[src/clk_mode_pkg.sv]
// Package: register map, field layout, reset values, timing constants and modes
//
// What this block does
// - Select field codes 0..6 pick fast clock divided by 1..64; code 7 picks sub clock.
// - Low source bit routes slow RC (0) or crystal (1) to the sub clock.
// - Fast idle enable keeps fast oscillator running during stop when 1.
// - Slow idle enable keeps sub oscillator running during stop when 1.
// - Both idle enables 0 enters sleep; slow RC runs only with watchdog enabled.
// - Fast idle 0, slow idle 1 enters sub-only idle; fast clock off.
// - Both idle enables 1 enters idle with both clocks running for peripherals.
// - Fast idle 1, slow idle 0 enters fast-only idle; sub clock off.
// - In slow mode fast oscillator follows its own enable bit.
// - Setting fast enable in slow mode clears fast stable flag, then sets it once stable.
// - Setting crystal enable clears crystal stable flag, then sets it once stable.
// - Quick start bit picks short (1) or long (0) crystal settling time.
// - Quick start bit writes are ignored while crystal is system clock source.
// - Clock change completes within four old periods plus source sync delay, but stalls if the old clock stops (fast to sub with fast enable 0).
// - Unimplemented register bits read zero and ignore writes.
// - Wake into fast mode holds CPU until fast stable flag is 1.
package clk_mode_pkg;

    // ---------------------------------------------------------------
    // Register offsets and fields
    // ---------------------------------------------------------------
    localparam logic [1:0] ADDR_SYS_CLK  = 2'h0;
    localparam logic [1:0] ADDR_FAST_RC  = 2'h1;
    localparam logic [1:0] ADDR_CRYSTAL  = 2'h2;

    localparam int SEL_LSB       = 5;
    localparam int SEL_MSB       = 7;
    localparam int LOW_SRC_BIT   = 2;
    localparam int FAST_IDLE_BIT = 1;
    localparam int SLOW_IDLE_BIT = 0;
    localparam int FLAG_BIT      = 1;
    localparam int ENABLE_BIT    = 0;
    localparam int QUICK_BIT     = 2;

    localparam logic [2:0] SEL_SUB     = 3'h7;
    localparam logic [2:0] SEL_RESET   = 3'h0;
    localparam logic       FAST_EN_RST = 1'b1;

    // ---------------------------------------------------------------
    // Timing at 100 MHz
    // ---------------------------------------------------------------
    localparam int CLK_MHZ          = 100;
    localparam int FAST_SETTLE_US   = 16;
    localparam int XTAL_QUICK_US    = 1000;
    localparam int XTAL_SLOW_US     = 2000;
    localparam int FAST_SETTLE_CYC  = FAST_SETTLE_US * CLK_MHZ;
    localparam int XTAL_QUICK_CYC   = XTAL_QUICK_US * CLK_MHZ;
    localparam int XTAL_SLOW_CYC    = XTAL_SLOW_US * CLK_MHZ;
    localparam int SWITCH_PERIODS   = 4;
    localparam logic [11:0] FAST_PERIOD = 12'h019;
    localparam logic [11:0] SUB_PERIOD  = 12'hBEC;
    localparam int CNT_W            = 24;

    typedef enum logic [2:0] {
        MODE_RUN, MODE_SLEEP, MODE_IDLE_SUB, MODE_IDLE_BOTH, MODE_IDLE_FAST
    } power_mode_type;

endpackage

[src/osc_settle.sv]
// Oscillator model: enable, settle counter and stable flag
`timescale 1ns/1ps
module osc_settle (
    input  wire logic              mclk,
    input  wire logic              rst_n,
    input  wire logic              run,
    input  wire logic [23:0]       settle_cyc,
    output logic                   stable
);
    logic [23:0] count_ff;

    // Flag clears while off or freshly enabled, sets after settle count
    always_ff @(posedge mclk) begin
        if (!rst_n || !run) begin
            count_ff <= 24'h00_0000;
            stable   <= 1'b0;
        end else if (count_ff >= settle_cyc) begin
            stable <= 1'b1;
        end else begin
            count_ff <= count_ff + 24'h00_0001;
        end
    end
endmodule

[src/clk_tick.sv]
// Enable-pulse divider producing one tick every period cycles
`timescale 1ns/1ps
module clk_tick (
    input  wire logic        mclk,
    input  wire logic        rst_n,
    input  wire logic        run,
    input  wire logic [11:0] period,
    output logic             tick
);
    logic [11:0] cnt_ff;

    // Count down and emit a one-cycle tick on wrap
    always_ff @(posedge mclk) begin
        if (!rst_n || !run) begin
            cnt_ff <= 12'h000;
            tick   <= 1'b0;
        end else if (cnt_ff == 12'h000) begin
            cnt_ff <= period - 12'h001;
            tick   <= 1'b1;
        end else begin
            cnt_ff <= cnt_ff - 12'h001;
            tick   <= 1'b0;
        end
    end
endmodule

[src/clk_mode_ctrl.sv]
// System clock and power-mode controller top level
//
// The address-and-strobe port and the register addresses were left to the implementer.
`timescale 1ns/1ps
module clk_mode_ctrl #(
    parameter int FAST_SETTLE = clk_mode_pkg::FAST_SETTLE_CYC,
    parameter int XTAL_QUICK  = clk_mode_pkg::XTAL_QUICK_CYC,
    parameter int XTAL_SLOW   = clk_mode_pkg::XTAL_SLOW_CYC
) (
    input  wire logic       mclk,
    input  wire logic       rst_n,
    input  wire logic [1:0] addr,
    input  wire logic [7:0] wdata,
    input  wire logic       wr_en,
    input  wire logic       rd_en,
    output logic [7:0]      rdata,
    input  wire logic       stop_req,
    input  wire logic       wake_req,
    input  wire logic       watchdog_enable,
    output logic            cpu_run,
    output logic            sys_tick,
    output logic            fast_periph_on,
    output logic            sub_periph_on,
    output logic            slow_rc_on,
    output logic            fast_osc_run,
    output logic            crystal_run,
    output logic            on_sub_clock,
    output logic            switch_busy
);
    // ---------------------------------------------------------------
    // Registers
    // ---------------------------------------------------------------
    logic [2:0] sys_clk_select_ff;
    logic       low_clk_source_select_ff;
    logic       fast_osc_idle_enable_ff;
    logic       slow_osc_idle_enable_ff;
    logic       fast_osc_enable_ff;
    logic       crystal_enable_ff;
    logic       crystal_quick_start_ff;
    logic       wd_s1_ff;
    logic       wd_s2_ff;
    clk_mode_pkg::power_mode_type mode_ff;
    logic       waking_ff;
    logic [2:0] active_sel_ff;
    logic       active_low_src_ff;
    logic [3:0] switch_cnt_ff;
    logic [7:0] nxt_rdata;

    logic       fast_osc_stable_flag;
    logic       crystal_stable_flag;
    logic       fast_tick;
    logic       sub_tick;
    logic       xtal_is_sys;
    logic [11:0] fast_div;
    logic [23:0] xtal_settle;
    logic       fast_needed;
    logic       sub_needed;

    // Crystal counts as system source when selected for sub and sub chosen
    assign xtal_is_sys = (sys_clk_select_ff == clk_mode_pkg::SEL_SUB)
                         && low_clk_source_select_ff;

    // ---------------------------------------------------------------
    // Register writes
    // ---------------------------------------------------------------
    // System clock control register
    always_ff @(posedge mclk) begin
        if (!rst_n) begin
            sys_clk_select_ff        <= clk_mode_pkg::SEL_RESET;
            low_clk_source_select_ff <= 1'b0;
            fast_osc_idle_enable_ff  <= 1'b0;
            slow_osc_idle_enable_ff  <= 1'b0;
        end else if (wr_en && addr == clk_mode_pkg::ADDR_SYS_CLK) begin
            sys_clk_select_ff <= wdata[clk_mode_pkg::SEL_MSB:clk_mode_pkg::SEL_LSB];
            low_clk_source_select_ff <= wdata[clk_mode_pkg::LOW_SRC_BIT];
            fast_osc_idle_enable_ff  <= wdata[clk_mode_pkg::FAST_IDLE_BIT];
            slow_osc_idle_enable_ff  <= wdata[clk_mode_pkg::SLOW_IDLE_BIT];
        end
    end

    // Fast RC control register; flag bit is read only
    always_ff @(posedge mclk) begin
        if (!rst_n) begin
            fast_osc_enable_ff <= clk_mode_pkg::FAST_EN_RST;
        end else if (wr_en && addr == clk_mode_pkg::ADDR_FAST_RC) begin
            fast_osc_enable_ff <= wdata[clk_mode_pkg::ENABLE_BIT];
        end
    end

    // Crystal control register; quick start frozen while crystal drives system
    always_ff @(posedge mclk) begin
        if (!rst_n) begin
            crystal_enable_ff      <= 1'b0;
            crystal_quick_start_ff <= 1'b0;
        end else if (wr_en && addr == clk_mode_pkg::ADDR_CRYSTAL) begin
            crystal_enable_ff <= wdata[clk_mode_pkg::ENABLE_BIT];
            if (!xtal_is_sys) begin
                crystal_quick_start_ff <= wdata[clk_mode_pkg::QUICK_BIT];
            end
        end
    end

    // ---------------------------------------------------------------
    // Read port
    // ---------------------------------------------------------------
    // Unused bits read zero; unmapped address reads zero
    always_comb begin
        nxt_rdata = 8'h00;
        unique case (addr)
            clk_mode_pkg::ADDR_SYS_CLK: begin
                nxt_rdata[clk_mode_pkg::SEL_MSB:clk_mode_pkg::SEL_LSB] = sys_clk_select_ff;
                nxt_rdata[clk_mode_pkg::LOW_SRC_BIT]   = low_clk_source_select_ff;
                nxt_rdata[clk_mode_pkg::FAST_IDLE_BIT] = fast_osc_idle_enable_ff;
                nxt_rdata[clk_mode_pkg::SLOW_IDLE_BIT] = slow_osc_idle_enable_ff;
            end
            clk_mode_pkg::ADDR_FAST_RC: begin
                nxt_rdata[clk_mode_pkg::FLAG_BIT]   = fast_osc_stable_flag;
                nxt_rdata[clk_mode_pkg::ENABLE_BIT] = fast_osc_enable_ff;
            end
            clk_mode_pkg::ADDR_CRYSTAL: begin
                nxt_rdata[clk_mode_pkg::QUICK_BIT]  = crystal_quick_start_ff;
                nxt_rdata[clk_mode_pkg::FLAG_BIT]   = crystal_stable_flag;
                nxt_rdata[clk_mode_pkg::ENABLE_BIT] = crystal_enable_ff;
            end
            default: nxt_rdata = 8'h00;
        endcase
    end

    // Read data valid the cycle after the strobe only
    always_ff @(posedge mclk) begin
        if (!rst_n) begin
            rdata <= 8'h00;
        end else if (rd_en) begin
            rdata <= nxt_rdata;
        end else begin
            rdata <= 8'h00;
        end
    end

    // ---------------------------------------------------------------
    // Watchdog enable synchroniser
    // ---------------------------------------------------------------
    always_ff @(posedge mclk) begin
        if (!rst_n) begin
            wd_s1_ff <= 1'b0;
            wd_s2_ff <= 1'b0;
        end else begin
            wd_s1_ff <= watchdog_enable;
            wd_s2_ff <= wd_s1_ff;
        end
    end

    // ---------------------------------------------------------------
    // Power mode machine
    // ---------------------------------------------------------------
    // Stop picks mode from idle enables; wake returns to run
    always_ff @(posedge mclk) begin
        if (!rst_n) begin
            mode_ff   <= clk_mode_pkg::MODE_RUN;
            waking_ff <= 1'b1;
        end else begin
            unique case (mode_ff)
                clk_mode_pkg::MODE_RUN: begin
                    if (stop_req) begin
                        unique case ({fast_osc_idle_enable_ff, slow_osc_idle_enable_ff})
                            2'b00: mode_ff <= clk_mode_pkg::MODE_SLEEP;
                            2'b01: mode_ff <= clk_mode_pkg::MODE_IDLE_SUB;
                            2'b11: mode_ff <= clk_mode_pkg::MODE_IDLE_BOTH;
                            2'b10: mode_ff <= clk_mode_pkg::MODE_IDLE_FAST;
                        endcase
                    end
                    if (waking_ff && (active_sel_ff == clk_mode_pkg::SEL_SUB
                                      || fast_osc_stable_flag)) begin
                        waking_ff <= 1'b0;
                    end
                end
                default: begin
                    if (wake_req) begin
                        mode_ff   <= clk_mode_pkg::MODE_RUN;
                        waking_ff <= 1'b1;
                    end
                end
            endcase
        end
    end

    // Oscillator demand per mode
    always_comb begin
        unique case (mode_ff)
            clk_mode_pkg::MODE_RUN: begin
                fast_needed = fast_osc_enable_ff
                              || sys_clk_select_ff != clk_mode_pkg::SEL_SUB;
                sub_needed  = 1'b1;
            end
            clk_mode_pkg::MODE_SLEEP: begin
                fast_needed = 1'b0;
                sub_needed  = 1'b0;
            end
            clk_mode_pkg::MODE_IDLE_SUB: begin
                fast_needed = 1'b0;
                sub_needed  = 1'b1;
            end
            clk_mode_pkg::MODE_IDLE_BOTH: begin
                fast_needed = 1'b1;
                sub_needed  = 1'b1;
            end
            default: begin
                fast_needed = 1'b1;
                sub_needed  = 1'b0;
            end
        endcase
    end

    // ---------------------------------------------------------------
    // Oscillators
    // ---------------------------------------------------------------
    assign xtal_settle = crystal_quick_start_ff ? 24'(XTAL_QUICK) : 24'(XTAL_SLOW);

    osc_settle u_fast_osc (
        .mclk       (mclk),
        .rst_n      (rst_n),
        .run        (fast_needed),
        .settle_cyc (24'(FAST_SETTLE)),
        .stable     (fast_osc_stable_flag)
    );

    osc_settle u_crystal (
        .mclk       (mclk),
        .rst_n      (rst_n),
        .run        (crystal_enable_ff),
        .settle_cyc (xtal_settle),
        .stable     (crystal_stable_flag)
    );

    // ---------------------------------------------------------------
    // Clock switching: hold old source until switch count expires
    // ---------------------------------------------------------------
    // Counts four old periods, then adopts new select on a tick boundary
    always_ff @(posedge mclk) begin
        if (!rst_n) begin
            active_sel_ff     <= clk_mode_pkg::SEL_RESET;
            active_low_src_ff <= 1'b0;
            switch_cnt_ff     <= 4'h0;
        end else if (active_sel_ff != sys_clk_select_ff
                     || active_low_src_ff != low_clk_source_select_ff) begin
            if (switch_cnt_ff == 4'(clk_mode_pkg::SWITCH_PERIODS)) begin
                if (sys_clk_select_ff == clk_mode_pkg::SEL_SUB ? sub_tick : fast_tick) begin
                    active_sel_ff     <= sys_clk_select_ff;
                    active_low_src_ff <= low_clk_source_select_ff;
                    switch_cnt_ff     <= 4'h0;
                end
            end else if (sys_tick) begin
                switch_cnt_ff <= switch_cnt_ff + 4'h1;
            end
        end else begin
            switch_cnt_ff <= 4'h0;
        end
    end

    // Fast clock divided per select code; while on sub, per the target code
    assign fast_div = clk_mode_pkg::FAST_PERIOD << ((active_sel_ff != clk_mode_pkg::SEL_SUB)
                      ? active_sel_ff
                      : (sys_clk_select_ff == clk_mode_pkg::SEL_SUB ? 3'h0 : sys_clk_select_ff));

    clk_tick u_fast_tick (
        .mclk   (mclk),
        .rst_n  (rst_n),
        .run    (fast_osc_stable_flag),
        .period (fast_div),
        .tick   (fast_tick)
    );

    // Sub clock ~32 kHz: 3052 cycles per period either source
    clk_tick u_sub_tick (
        .mclk   (mclk),
        .rst_n  (rst_n),
        .run    (sub_needed && (!active_low_src_ff || crystal_stable_flag)),
        .period (clk_mode_pkg::SUB_PERIOD),
        .tick   (sub_tick)
    );

    // ---------------------------------------------------------------
    // Outputs
    // ---------------------------------------------------------------
    always_ff @(posedge mclk) begin
        if (!rst_n) begin
            cpu_run        <= 1'b0;
            sys_tick       <= 1'b0;
            fast_periph_on <= 1'b0;
            sub_periph_on  <= 1'b0;
            slow_rc_on     <= 1'b0;
            fast_osc_run   <= 1'b0;
            crystal_run    <= 1'b0;
            on_sub_clock   <= 1'b0;
            switch_busy    <= 1'b0;
        end else begin
            cpu_run        <= mode_ff == clk_mode_pkg::MODE_RUN && !waking_ff;
            sys_tick       <= mode_ff == clk_mode_pkg::MODE_RUN && !waking_ff &&
                              (active_sel_ff == clk_mode_pkg::SEL_SUB ? sub_tick
                                                                      : fast_tick);
            fast_periph_on <= fast_needed && fast_osc_stable_flag;
            sub_periph_on  <= sub_needed;
            slow_rc_on     <= (mode_ff == clk_mode_pkg::MODE_SLEEP) ? wd_s2_ff
                              : !active_low_src_ff || sub_needed;
            fast_osc_run   <= fast_needed;
            crystal_run    <= crystal_enable_ff && (sub_needed || !active_low_src_ff);
            on_sub_clock   <= active_sel_ff == clk_mode_pkg::SEL_SUB;
            switch_busy    <= active_sel_ff != sys_clk_select_ff;
        end
    end

endmodule

[config.mk]
export PLATFORM = sky130hd
export DESIGN_NAME = clk_mode_ctrl
export DESIGN_NICKNAME = d
export VERILOG_FILES = /design/src/clk_mode_pkg.sv /design/src/osc_settle.sv /design/src/clk_tick.sv /design/src/clk_mode_ctrl.sv
export SDC_FILE = /design/constraint.sdc
export NUM_CORES = 1
export LEC_CHECK = 0
export ABC_AREA = 1
export BUFFER_PORTS_ARGS = -buffer_cell sky130_fd_sc_hd__buf_4
export CAP_MARGIN = 25
export CORE_UTILIZATION = 52
export DETAILED_ROUTE_END_ITERATION = 16
export GPL_TIMING_DRIVEN = 0
export MAX_ROUTING_LAYER = met4
export PLACE_DENSITY = 0.69
export SLEW_MARGIN = 40
export SYNTH_ARGS = -nofsm -noshare
export SYNTH_HDL_FRONTEND = slang
export SYNTH_HIERARCHICAL = 1
export SYNTH_SLANG_ARGS = --single-unit
[constraint.sdc]
create_clock -name mclk -period 4.6 [get_ports mclk]
set_input_delay 0.46 -clock mclk [delete_from_list [all_inputs] [get_ports mclk]]
set_output_delay 0.46 -clock mclk [all_outputs]
set_load 0.1 [all_outputs]
==> results of run 1 <==
-- worst register-to-register path: stages, from the launching register on --
cell,delay [ps]
dfxtp_1,370
nand3_2,160
nand2_1,80
a21oi_1,260
inv_1,110
ha_1,340
inv_1,160
nor2_8,60
nand3_1,110
nand2_1,100
nor2_2,200
nand2_1,140
nor2_4,150
nand3_1,80
nand2_1,70
nor2_1,40
-- power by group through the flow --
| stage | Sequential, mW | Combinational (mW) | Clock, mW |
|---|---|---|---|
| 2_1_floorplan | 1.11 | 0.521 | 0 |
| 3_3_place_gp | 1.08 | 0.658 | 0 |
| 3_5_place_dp | 1.08 | 0.666 | 0 |
| 4_1_cts | 1.06 | 0.671 | 1.30 |
| 5_1_grt | 1.07 | 0.754 | 1.35 |
| 6_report | 1.06 | 0.667 | 1.27 |
-- cells in the final DEF (no fill, tap or decap), types with 3 or more instances in the layout --
cell,instances
o21bai_1,3
buf_4,35
o21ai_0,20
nand3_4,5
a21oi_1,95
buf_6,10
nor2_2,12
o21ai_2,3
clkbuf_1,9
nand3_1,89
xnor2_1,13
ha_1,61
clkbuf_16,17
dfxtp_1,114
buf_2,5
o21ai_1,3
inv_1,152
a21oi_2,6
nand2_2,13
clkinv_2,5
xor2_1,21
nand4_1,4
nand2_4,7
conb_1,55
nor2_4,10
a31oi_1,7
clkinvlp_4,4
nand2_1,318
nand3b_1,14
nor2_1,139
a21o_1,4
nor3_1,4
inv_2,12
nand3_2,8
-- layout make-up --
type / instances / share of cell area, %
multi-input combinational: 930 / 54.99
clock buffer: 22 / 4.950
tap: 184 / 2.509
sequential: 114 / 24.87
buffer: 26 / 2.195
clock inverter: 10 / 1.200
timing repair buffer: 29 / 2.373
inverter: 168 / 6.913
-- logic make-up (layout without fill, tap and decap cells) --
kind of cell	count (synthesis)	count (layout)	share of synthesized area [%]
XOR/XNOR	34	34	3.739
adder cells (fa/ha/maj)	61	61	9.582
other	2	55	0.09429
AND/OR/NAND/NOR	629	629	36.57
buffers and inverters	194	255	10.49
AO/OA/AOI/OAI	151	151	10.87
flip-flops	114	114	28.65
-- stage by stage --
step | util (%) | total power [mW] | instances | instance area, um2 | setup slack, ps
final | 62.19 | 3.002 | 1483 | 9176 | 2071
after global routing | 62.19 | 3.170 | 1483 | 9176 | 1882
after CTS | 62.19 | 3.031 | 1483 | 9176 | 2088
after detailed placement | 58.37 | 1.749 | 1451 | 8612 | 2105
after global placement | 58.37 | 1.741 | 1451 | 8612 | 2128
after floorplan | - | 1.628 | 1238 | 8164 | 2408
-- worst min path at each step --
stage | startpoint | cells past startpoint | to
detailed placement | wd_s1_ff | 2 | wd_s2_ff
finish | watchdog_enable | 3 | wd_s1_ff
global route | watchdog_enable | 3 | wd_s1_ff
CTS | watchdog_enable | 3 | wd_s1_ff
global placement | wd_s1_ff | 2 | wd_s2_ff
floorplan | wd_s1_ff | 2 | wd_s2_ff
-- state kept, by name, indices dropped and copies added, names as in the netlist, 3 cells and up --
name,count
u_fast_osc/count_ff,24
sys_clk_select_ff,3
u_fast_tick/cnt_ff,12
mode_ff,3
switch_cnt_ff,4
rdata,6
active_sel_ff,3
u_sub_tick/cnt_ff,12
u_crystal/count_ff,24
-- layer usage --
| metal | wire, um | vias up | GRT usage, % |
|---|---|---|---|
| met1 | 8400 | 3173 | 29.88 |
| met3 | 493 | 22 | 4.163 |
| li1 | - | 3906 | - |
| met4 | 221 | 0 | 7.087 |
| met2 | 8415 | 84 | 40.69 |
| met5 | 0 | - | - |
==> results.md, run 1 <==
* Status: finished clean
* 1st-iter DRT viols at 386
* Post-CTS sizing at 0
* Post-synth EDFFs at 0
* Required time worst endpoint at ~5000 ps
* Seq pwr share at around 35%
* CTS tree: yes
* Initial Utilization at 53.99%
* Leading area contributor after synthesis: dfxtp_1
* Setup bufs post-CTS at 0
* Max Cap Viol at 0
* Grt ovf at 0
* # diodes at 0
* Setup TNS Final at 0 ps
* Worst reg2reg path depth at 15
* Vias in the first global route at slightly below 7000
* Final Cycle Share at a little over half
* Share of the yosys chip area belonging to registers at ~29%
* Crit path cell chain: nand3_2, nand2_1, a21oi_1, inv_1, ha_1, inv_1, nor2_8, nand3_1, nand2_1, nor2_2, nand2_1, nor2_4, nand3_1, nand2_1, nor2_1
* Most used DFF post-synth: dfxtp_1
* IO Count at 34
* Largest cells by area after synthesis: dfxtp_1 29%, nand2_1 15%, ha_1 9.6%
* P_leak at around 4.2 nW
* Worst reg2reg path startpoint: sys_clk_select_ff[2]
* Ratio of cells with drive above 1 in the final layout at roughly an eighth
* Final hold viol count at 0
* Hold slack at approximately 240 ps
* Ys async rst share at 0%
* Cell family with most CP delay: simple AND/OR/NAND/NOR gates
* Clk root buf: clkbuf_16
* Critical-path top delay cell: dfxtp_1
* Peak Freq at approximately 400 MHz
* # DRC at 0
* TritonCTS Buffers at 17
* Total GRT Usage at between 20 and 25%
* Relative slew slack at between 60% and 70%
* Sw power at 0.9374 mW
* Num rows at between 40 and 50
* Yosys reg bits at approximately 110
* DR pass1 iterations at 5
* Top cells by count, synth: 318 x nand2_1, 152 x inv_1, 139 x nor2_1, 114 x dfxtp_1, 95 x a21oi_1
* HPWL after DPL at roughly 13000 um
* Mapped Area at around 8000 um2
* Final GP Congestion at 0.9167
* Clock Tree Buf Depth at 2
* Reg area at 2282 um2
* Area occupied by multi-input gates at around 5000 um2
* CP arrival at between 2000 and 3000 ps
* Post-route antenna net violation count at 0
* Most numerous cell in the Yosys netlist: nand2_1
* Kind of critical path: reg2reg
* Die width at between 100 and 150 um
* Syn-to-layout area delta at 15.21%
* Largest net degree at the start of global routing at 17
* Peak per-stage delay on the critical path at 370 ps
* Switching power share of the total at a little under a third
* Slew Viols, Final at 0
* Min Clock Period, post-route at 2529 ps
* Wirelength, routed at between 15000 and 20000 um
* Worst-margin pin slew at between 500 and 600 ps
* Gate Count Post-Synth at 1185
* Final setup violation count at 0
* FILL cells at between 1000 and 1500
* Worst Setup EP: u_fast_tick/cnt_ff[11]
* Die Ht at 125.8 um
* Crit Reg-Reg Endpoint: u_fast_tick/cnt_ff[11]
* Top-area cell type share of the netlist area at 28.65%
* Die footprint at 15820 um2
* PD cells at about 330 nW/um2
* Internal reg-to-reg setup slack at just over 2000 ps
* CP Launch Point: sys_clk_select_ff[2]
* RSZ-0062 raised after global routing: no
* Stages on worst setup path at 15
* Worst setup EP type: flip-flop
* Final net count at ~1400
* Via-to-Cell Ratio at 4.845
* Startpoint types: flip-flop
* Yosys warnings at 6
* Worst Path Max Fanout at 5
* # hold bufs at CTS at 0
* DR WL/cell at roughly 12 um
* Worst vdd ir at between 0.3 and 0.4 mV
* Hold Path Class: in2reg
* First-pass GRT wire length at between 30000 and 40000 um
* Cell variety after synth at 46
* I/O Buffers at 29
* Num Clock Sinks at approximately 110
* Initial antenna violation count at 0
* Combinational power share at 22.2%
* Clock power frac at around 42%
* Syn Area/Cell at 6.722 um2
* Final Skew at ~8 ps
* Clock H-tree levels at 4
* Worst-skew pair later-pin latency at between 400 and 500 ps
* Vias at 7185
* Clock slew at reported path FFs at 60 ps
* Buf+Inv Stages, Crit Path at 2
* Internal Pwr Total at 2.065 mW
* Core outline area at around 15000 um2
* CP dominant cell by count: nand2_1
No activity file was read; power rests on OpenSTA's default activity.
==> run 2: changes to the inputs <==
==> constraint.sdc (replaced) <==
create_clock -name mclk -period 2.63 [get_ports mclk]
set_input_delay 0.263 -clock mclk [delete_from_list [all_inputs] [get_ports mclk]]
set_output_delay 0.263 -clock mclk [all_outputs]
set_load 0.1 [all_outputs]
==> run 2 against run 1 <==
Effect of this change: utilization up 0.17 points; combinational power up 75%; critical path depth up 3; final cell count about the same; largest power group unchanged.
==> results.md, run 2 (synthesis gave the netlist of run 1 again) <==
* Area occupied by multi-input gates at 5062 um2 (+0.32%)
* Core outline area at 14750 um2 (unchanged)
* Crit path cell chain: nand3_2, nand2_1, a21oi_4, inv_1, ha_1, inv_1, nor2_1, inv_1, nand3_4, nand2_4, ha_1, inv_1, nor2_2, nand3_2, nor2_1, nand2_1, nand2_1, nor2_1
* Worst reg2reg path depth at 18 (+3)
* CP arrival at 2720 ps (-110 ps)
* Num rows at 44 (unchanged)
* # diodes at 0 (unchanged)
* Kind of critical path: reg2reg
* Critical-path top delay cell: dfxtp_1
* Reg area at 2283 um2 (about the same)
* Hold slack at 45.15 ps (-196.9 ps)
* 1st-iter DRT viols at 385 (-0.26%)
* Clock Tree Buf Depth at 2 (unchanged)
* Worst reg2reg path startpoint: sys_clk_select_ff[2]
* Relative slew slack at 66.40% (about the same)
* Post-route insts no fill at 1484 (+0.067%)
* Final hold viol count at 0 (unchanged)
* Ratio of cells with drive above 1 in the final layout at 13.00% (+0.22 points)
* DR pass1 iterations at 5 (unchanged)
* DR WL/cell at 11.86 um (+0.34%)
* Vias at 7188 (+0.042%)
* Final Skew at 7.929 ps (-0.01316 ps)
* PD cells at 570.6 nW/um2 (+74%)
* Worst Setup EP: u_fast_tick/cnt_ff[8]
* # hold bufs at CTS at 0 (unchanged)
* Peak Freq at 415.0 MHz (+4.9%)
* First-pass GRT wire length at 30650 um (unchanged)
* Clk root buf: clkbuf_16
* CTS tree: yes
* Startpoint types: flip-flop
* Initial antenna violation count at 0 (unchanged)
* Most frequent cells in the layout: 318 x nand2_1, 152 x inv_1, 139 x nor2_1, 113 x dfxtp_1, 94 x a21oi_1
* FILL cells at 1410 (-0.63%)
* Worst-skew pair later-pin latency at 410 ps (about the same)
* Clock H-tree levels at 4 (unchanged)
* Final setup violation count at 0 (unchanged)
* IO Count at 34 (unchanged)
* Die footprint at 15820 um2 (unchanged)
* Slew Viols, Final at 0 (unchanged)
* Setup TNS Final at 0 ps (unchanged)
* Syn-to-layout area delta at 15.52%
* Die Ht at 125.8 um (unchanged)
* TritonCTS Buffers at 17 (unchanged)
* Util after Layout at 62.36% (+0.17 points)
* Final WS setup at 220.2 ps (-1851 ps)
* Total power at 5.250 mW (+75%)
* Num Clock Sinks at 114 (unchanged)
* Required time worst endpoint at 2940 ps (-1960 ps)
* I/O Buffers at 29 (unchanged)
* Hold Path Class: in2reg
* Commonest non-fill, non-tap cell in the layout: nand2_1
* Setup WS pre-CTS at 134.6 ps (-1970 ps)
* CP dominant cell by count: inv_1
* Initial Utilization at 53.99% (unchanged)
* Biggest regs: u_crystal/count_ff (24), u_fast_osc/count_ff (24)
* Clock slew at reported path FFs at 60 ps (about the same)
* Final GP Congestion at 0.9167 (unchanged)
* Via-to-Cell Ratio at 4.844 (about the same)
* HPWL after DPL at 13400 um (unchanged)
* # DRC at 0 (unchanged)
* Crit Reg-Reg Endpoint: u_fast_tick/cnt_ff[8]
* Wirelength, routed at 17600 um (+0.40%)
* Status: finished clean
* CP Launch Point: sys_clk_select_ff[2]
* Vias in the first global route at 6916 (unchanged)
* Max Cap Viol at 0 (unchanged)
* Post-route antenna net violation count at 0 (unchanged)
* Worst setup EP type: flip-flop
* Placed Area at 8612 um2 (unchanged)
* Worst Path Max Fanout at 6 (+1)
* P_leak at 4.249 nW (+0.17%)
* Die width at 125.8 um (unchanged)
* DP Cell Count at 1451 (unchanged)
* Final net count at 1365 (+0.073%)
* Min Clock Period, post-route at 2410 ps (-118.7 ps)
* Largest net degree at the start of global routing at 17 (unchanged)
* Peak per-stage delay on the critical path at 370 ps (about the same)
* Final instance area at 9201 um2 (+0.27%)
* Grt ovf at 0 (unchanged)
* Worst-margin pin slew at 504.1 ps (-0.007808 ps)
* Total GRT Usage at 24.26% (unchanged)
* Worst vdd ir at 0.6672 mV (+75%)
* Final Cycle Share at 91.63% (+37 points)
* Internal reg-to-reg setup slack at 220 ps (-1850 ps)
[run 2: cell types whose count changed in the layout (fill, tap and decap cells not counted)]
| cell | previous run | this run |
|---|---|---|
| a21oi_4 | 2 | 3 |
| nor2_2 | 12 | 11 |
| nor2_4 | 10 | 11 |
| dfxtp_1 | 114 | 113 |
| buf_4 | 35 | 36 |
| dfxtp_2 | 0 | 1 |
| a21oi_1 | 95 | 94 |
[run 2: repair_timing]
| item | CTS | global route |
|---|---|---|
| gates resized for setup | 0 | 4 |
| setup endpoints to repair | 0 | 5 |
| setup buffers | 0 | 1 |
[run 2: final cells by class]
type	count	area share, %
multi-input cells	930	55.02
clock buffers	22	4.936
plain buffers	26	2.189
clock inverters	10	1.197
repair buffers	30	2.448
flip-flops and latches	114	24.82
inverters	168	6.894
well taps	184	2.502
[run 2: metal layers]
layer  wire length (um)  vias to the layer above  global-route usage [%]  share of wire, %
met3                477                       22                   4.163               2.7
met4                221                        0                   7.087               1.3
met2               8416                       74                   40.69                48
met1               8487                     3177                   29.88                48
met5                  0                        -                       -                 0
li1                   -                     3915                       -                 -
[run 2: worst min-delay path by stage]
stage                           to             from  cells after the start  slack, ps
final                     wd_s1_ff  watchdog_enable                      3         50
after global routing      wd_s1_ff  watchdog_enable                      3         40
after CTS                 wd_s1_ff  watchdog_enable                      3         40
after detailed placement  wd_s2_ff         wd_s1_ff                      2        410
after global placement    wd_s2_ff         wd_s1_ff                      2        400
after floorplan           wd_s1_ff  watchdog_enable                      2        360
[run 2: report_power, final]
group          switching (mW)  internal [mW]
Combinational           0.778          0.390
Sequential             0.0461           1.81
Clock                   0.815           1.41
[run 2: worst max-delay path: cells and delay by family, from the launching register on]
family                   cells  cell delay, ps
AND/OR/NAND/NOR             11            1070
flip-flops                   1             370
adder cells (fa/ha/maj)      2             340
buffers and inverters        4             290
AO/OA/AOI/OAI                1             220
==> run 3: changes to the inputs <==
--- a/config.mk
+++ b/config.mk
@@ -13,6 +13,7 @@
 export GPL_TIMING_DRIVEN = 0
 export MAX_ROUTING_LAYER = met4
 export PLACE_DENSITY = 0.69
+export REMOVE_ABC_BUFFERS = 1
 export SLEW_MARGIN = 40
 export SYNTH_ARGS = -nofsm -noshare
 export SYNTH_HDL_FRONTEND = slang
==> run 3 against run 2 <==
Effect of this change: worst setup slack lost 15 ps; final cell count down 1.3%; critical path type unchanged; combinational power decreased by 5%.
==> results.md, run 3 (synthesis gave the netlist of run 1 again) <==
* Min Clock Period, post-route at 2424 ps (+14.63 ps)
* Worst setup EP type: flip-flop
* DR pass1 iterations at 5 (unchanged)
* Core outline area at 14750 um2 (unchanged)
* Worst-skew pair later-pin latency at 420 ps (about the same)
* Clock H-tree levels at 4 (unchanged)
* Clock Tree Buf Depth at 2 (unchanged)
* Die width at 125.8 um (unchanged)
* Final setup violation count at 0 (unchanged)
* Required time worst endpoint at 2940 ps (about the same)
* Die Ht at 125.8 um (unchanged)
* Startpoint types: flip-flop
* Clock slew at reported path FFs at 50 ps (about the same)
* Relative slew slack at 53.25% (-13 points)
* Ratio of cells with drive above 1 in the final layout at 12.57% (-0.43 points)
* Clk root buf: clkbuf_16
* PD cells at 579.8 nW/um2 (+1.6%)
* Final hold viol count at 0 (unchanged)
* Setup TNS Final at 0 ps (unchanged)
* I/O Buffers at 29 (unchanged)
* CP dominant cell by count: inv_1
* Worst vdd ir at 0.4211 mV (-37%)
* Most frequent cells in the layout: 316 x nand2_1, 151 x inv_1, 138 x nor2_1, 114 x dfxtp_1, 94 x a21oi_1
* # DRC at 0 (unchanged)
* CTS tree: yes
* Wirelength, routed at 17710 um (+0.60%)
* Critical-path top delay cell: dfxtp_1
* Worst-margin pin slew at 701.2 ps (+197.1 ps)
* 1st-iter DRT viols at 457 (+19%)
* Num Clock Sinks at 114 (unchanged)
* Largest net degree at the start of global routing at 26 (+9)
* Grt ovf at 0 (unchanged)
* Post-route antenna net violation count at 0 (unchanged)
* CP arrival at 2740 ps (+20 ps)
* Max Cap Viol at 0 (unchanged)
* Vias at 7343 (+2.2%)
* Crit path cell chain: inv_1, nor3_4, buf_4, a21oi_4, inv_1, ha_1, inv_1, nor2_1, nand3_1, nand2_1, inv_2, ha_1, inv_1, nor2_4, nand3_2, inv_1, a21oi_1, nor2_1
* Biggest regs: u_crystal/count_ff (24), u_fast_osc/count_ff (24)
* Via-to-Cell Ratio at 5.012 (+3.5%)
* DR WL/cell at 12.09 um (+1.9%)
* Die footprint at 15820 um2 (unchanged)
* Num rows at 44 (unchanged)
* Commonest non-fill, non-tap cell in the layout: nand2_1
* # diodes at 0 (unchanged)
* Status: finished clean
* Final Cycle Share at 92.18% (+0.56 points)
* Total power at 5.292 mW (+0.80%)
* Slew Viols, Final at 0 (unchanged)
* Hold Path Class: in2reg
* Syn-to-layout area delta at 14.61%
* # hold bufs at CTS at 0 (unchanged)
* Total GRT Usage at 24.24% (about the same)
* IO Count at 34 (unchanged)
* Peak per-stage delay on the critical path at 410 ps (+40 ps)
* Final net count at 1346 (-1.4%)
* TritonCTS Buffers at 17 (unchanged)
* Final GP Congestion at 0.8705 (-5.0%)
* Final Skew at 9.810 ps (+1.881 ps)
* Initial antenna violation count at 0 (unchanged)
* Peak Freq at 412.5 MHz (-0.60%)
* Vias in the first global route at 6664 (-3.6%)
* Initial Utilization at 53.99% (unchanged)
* Worst Path Max Fanout at 5 (-1)
* First-pass GRT wire length at 30310 um (-1.1%)
* Kind of critical path: reg2reg
* P_leak at 4.217 nW (-0.76%)
* HPWL after DPL at 12460 um (-7.1%)
==> run 3: cell count changes in the layout (fill, tap and decap cells not counted), sizes merged <==
cell,change
clkinvlp,-1
buf,-16
a21oi,+2
clkbuf,-4
==> run 3: area by class of cell <==
type	count	area (um2)
sequential	114	2282
clock buffer	23	498.0
multi-input combinational	932	5106
clock inverter	9	102.6
fill	1430	5625
timing repair buffer	35	275.3
inverter	168	634.4
tap	184	230.2
==> run 3: stage by stage <==
step | hold WS [ps] | setup slack (ps) | utilization (%) | instance area, um2 | std cells
detailed placement | 415.4 | -40.58 | 57.04 | 8416 | 1425
floorplan | 347.6 | 438.0 | - | 7963 | 1212
global placement | 416.9 | -17.48 | 57.00 | 8411 | 1425
global route | 24.26 | -20.46 | 61.87 | 9129 | 1465
finish | 32.22 | 205.6 | 61.87 | 9129 | 1465
CTS | 19.60 | 70.31 | 61.17 | 9025 | 1458
==> run 3: path summary, 6_finish.rpt <==
kind | cells after the start | from | slack [ps] | endpoint
min reg2reg | 2 | wd_s1_ff | 420 | wd_s2_ff
max reg2reg | 18 | active_sel_ff[2] | 210 | u_fast_tick/cnt_ff[10]
max | 18 | active_sel_ff[2] | 210 | u_fast_tick/cnt_ff[10]
min | 3 | watchdog_enable | 30 | wd_s1_ff
==> run 3: where the power goes <==
| part | switching (mW) | total, mW | internal (mW) |
|---|---|---|---|
| Clock | 0.812 | 2.32 | 1.51 |
| Combinational | 0.762 | 1.11 | 0.345 |
| Sequential | 0.0518 | 1.86 | 1.81 |
==> run 3: worst max-delay path, delay by kind of cell (launching register included) <==
family,cells,cell delay (ps)
simple gates,7,700
compound gates,2,190
flops,1,410
buf+inv,7,630
fa+ha+maj,2,360
==> run 3: routing by layer <==
| layer | part of all wire (%) | up-vias | wire [um] | global-route usage (%) |
|---|---|---|---|---|
| met5 | 0 | - | 0 | - |
| met4 | 1.5 | 0 | 274 | 7.938 |
| met3 | 5.3 | 24 | 937 | 5.480 |
| met2 | 45 | 166 | 7900 | 37.45 |
| met1 | 49 | 3270 | 8596 | 31.31 |
| li1 | - | 3883 | - | - |
==> run 3: what timing repair did <==
action / 4_1_cts / 5_1_grt
pin swaps: 1 / 3
gates cloned: 1 / 1
gates resized for setup: 0 / 8
setup endpoints to repair: 1 / 41
setup buffers: 0 / 6
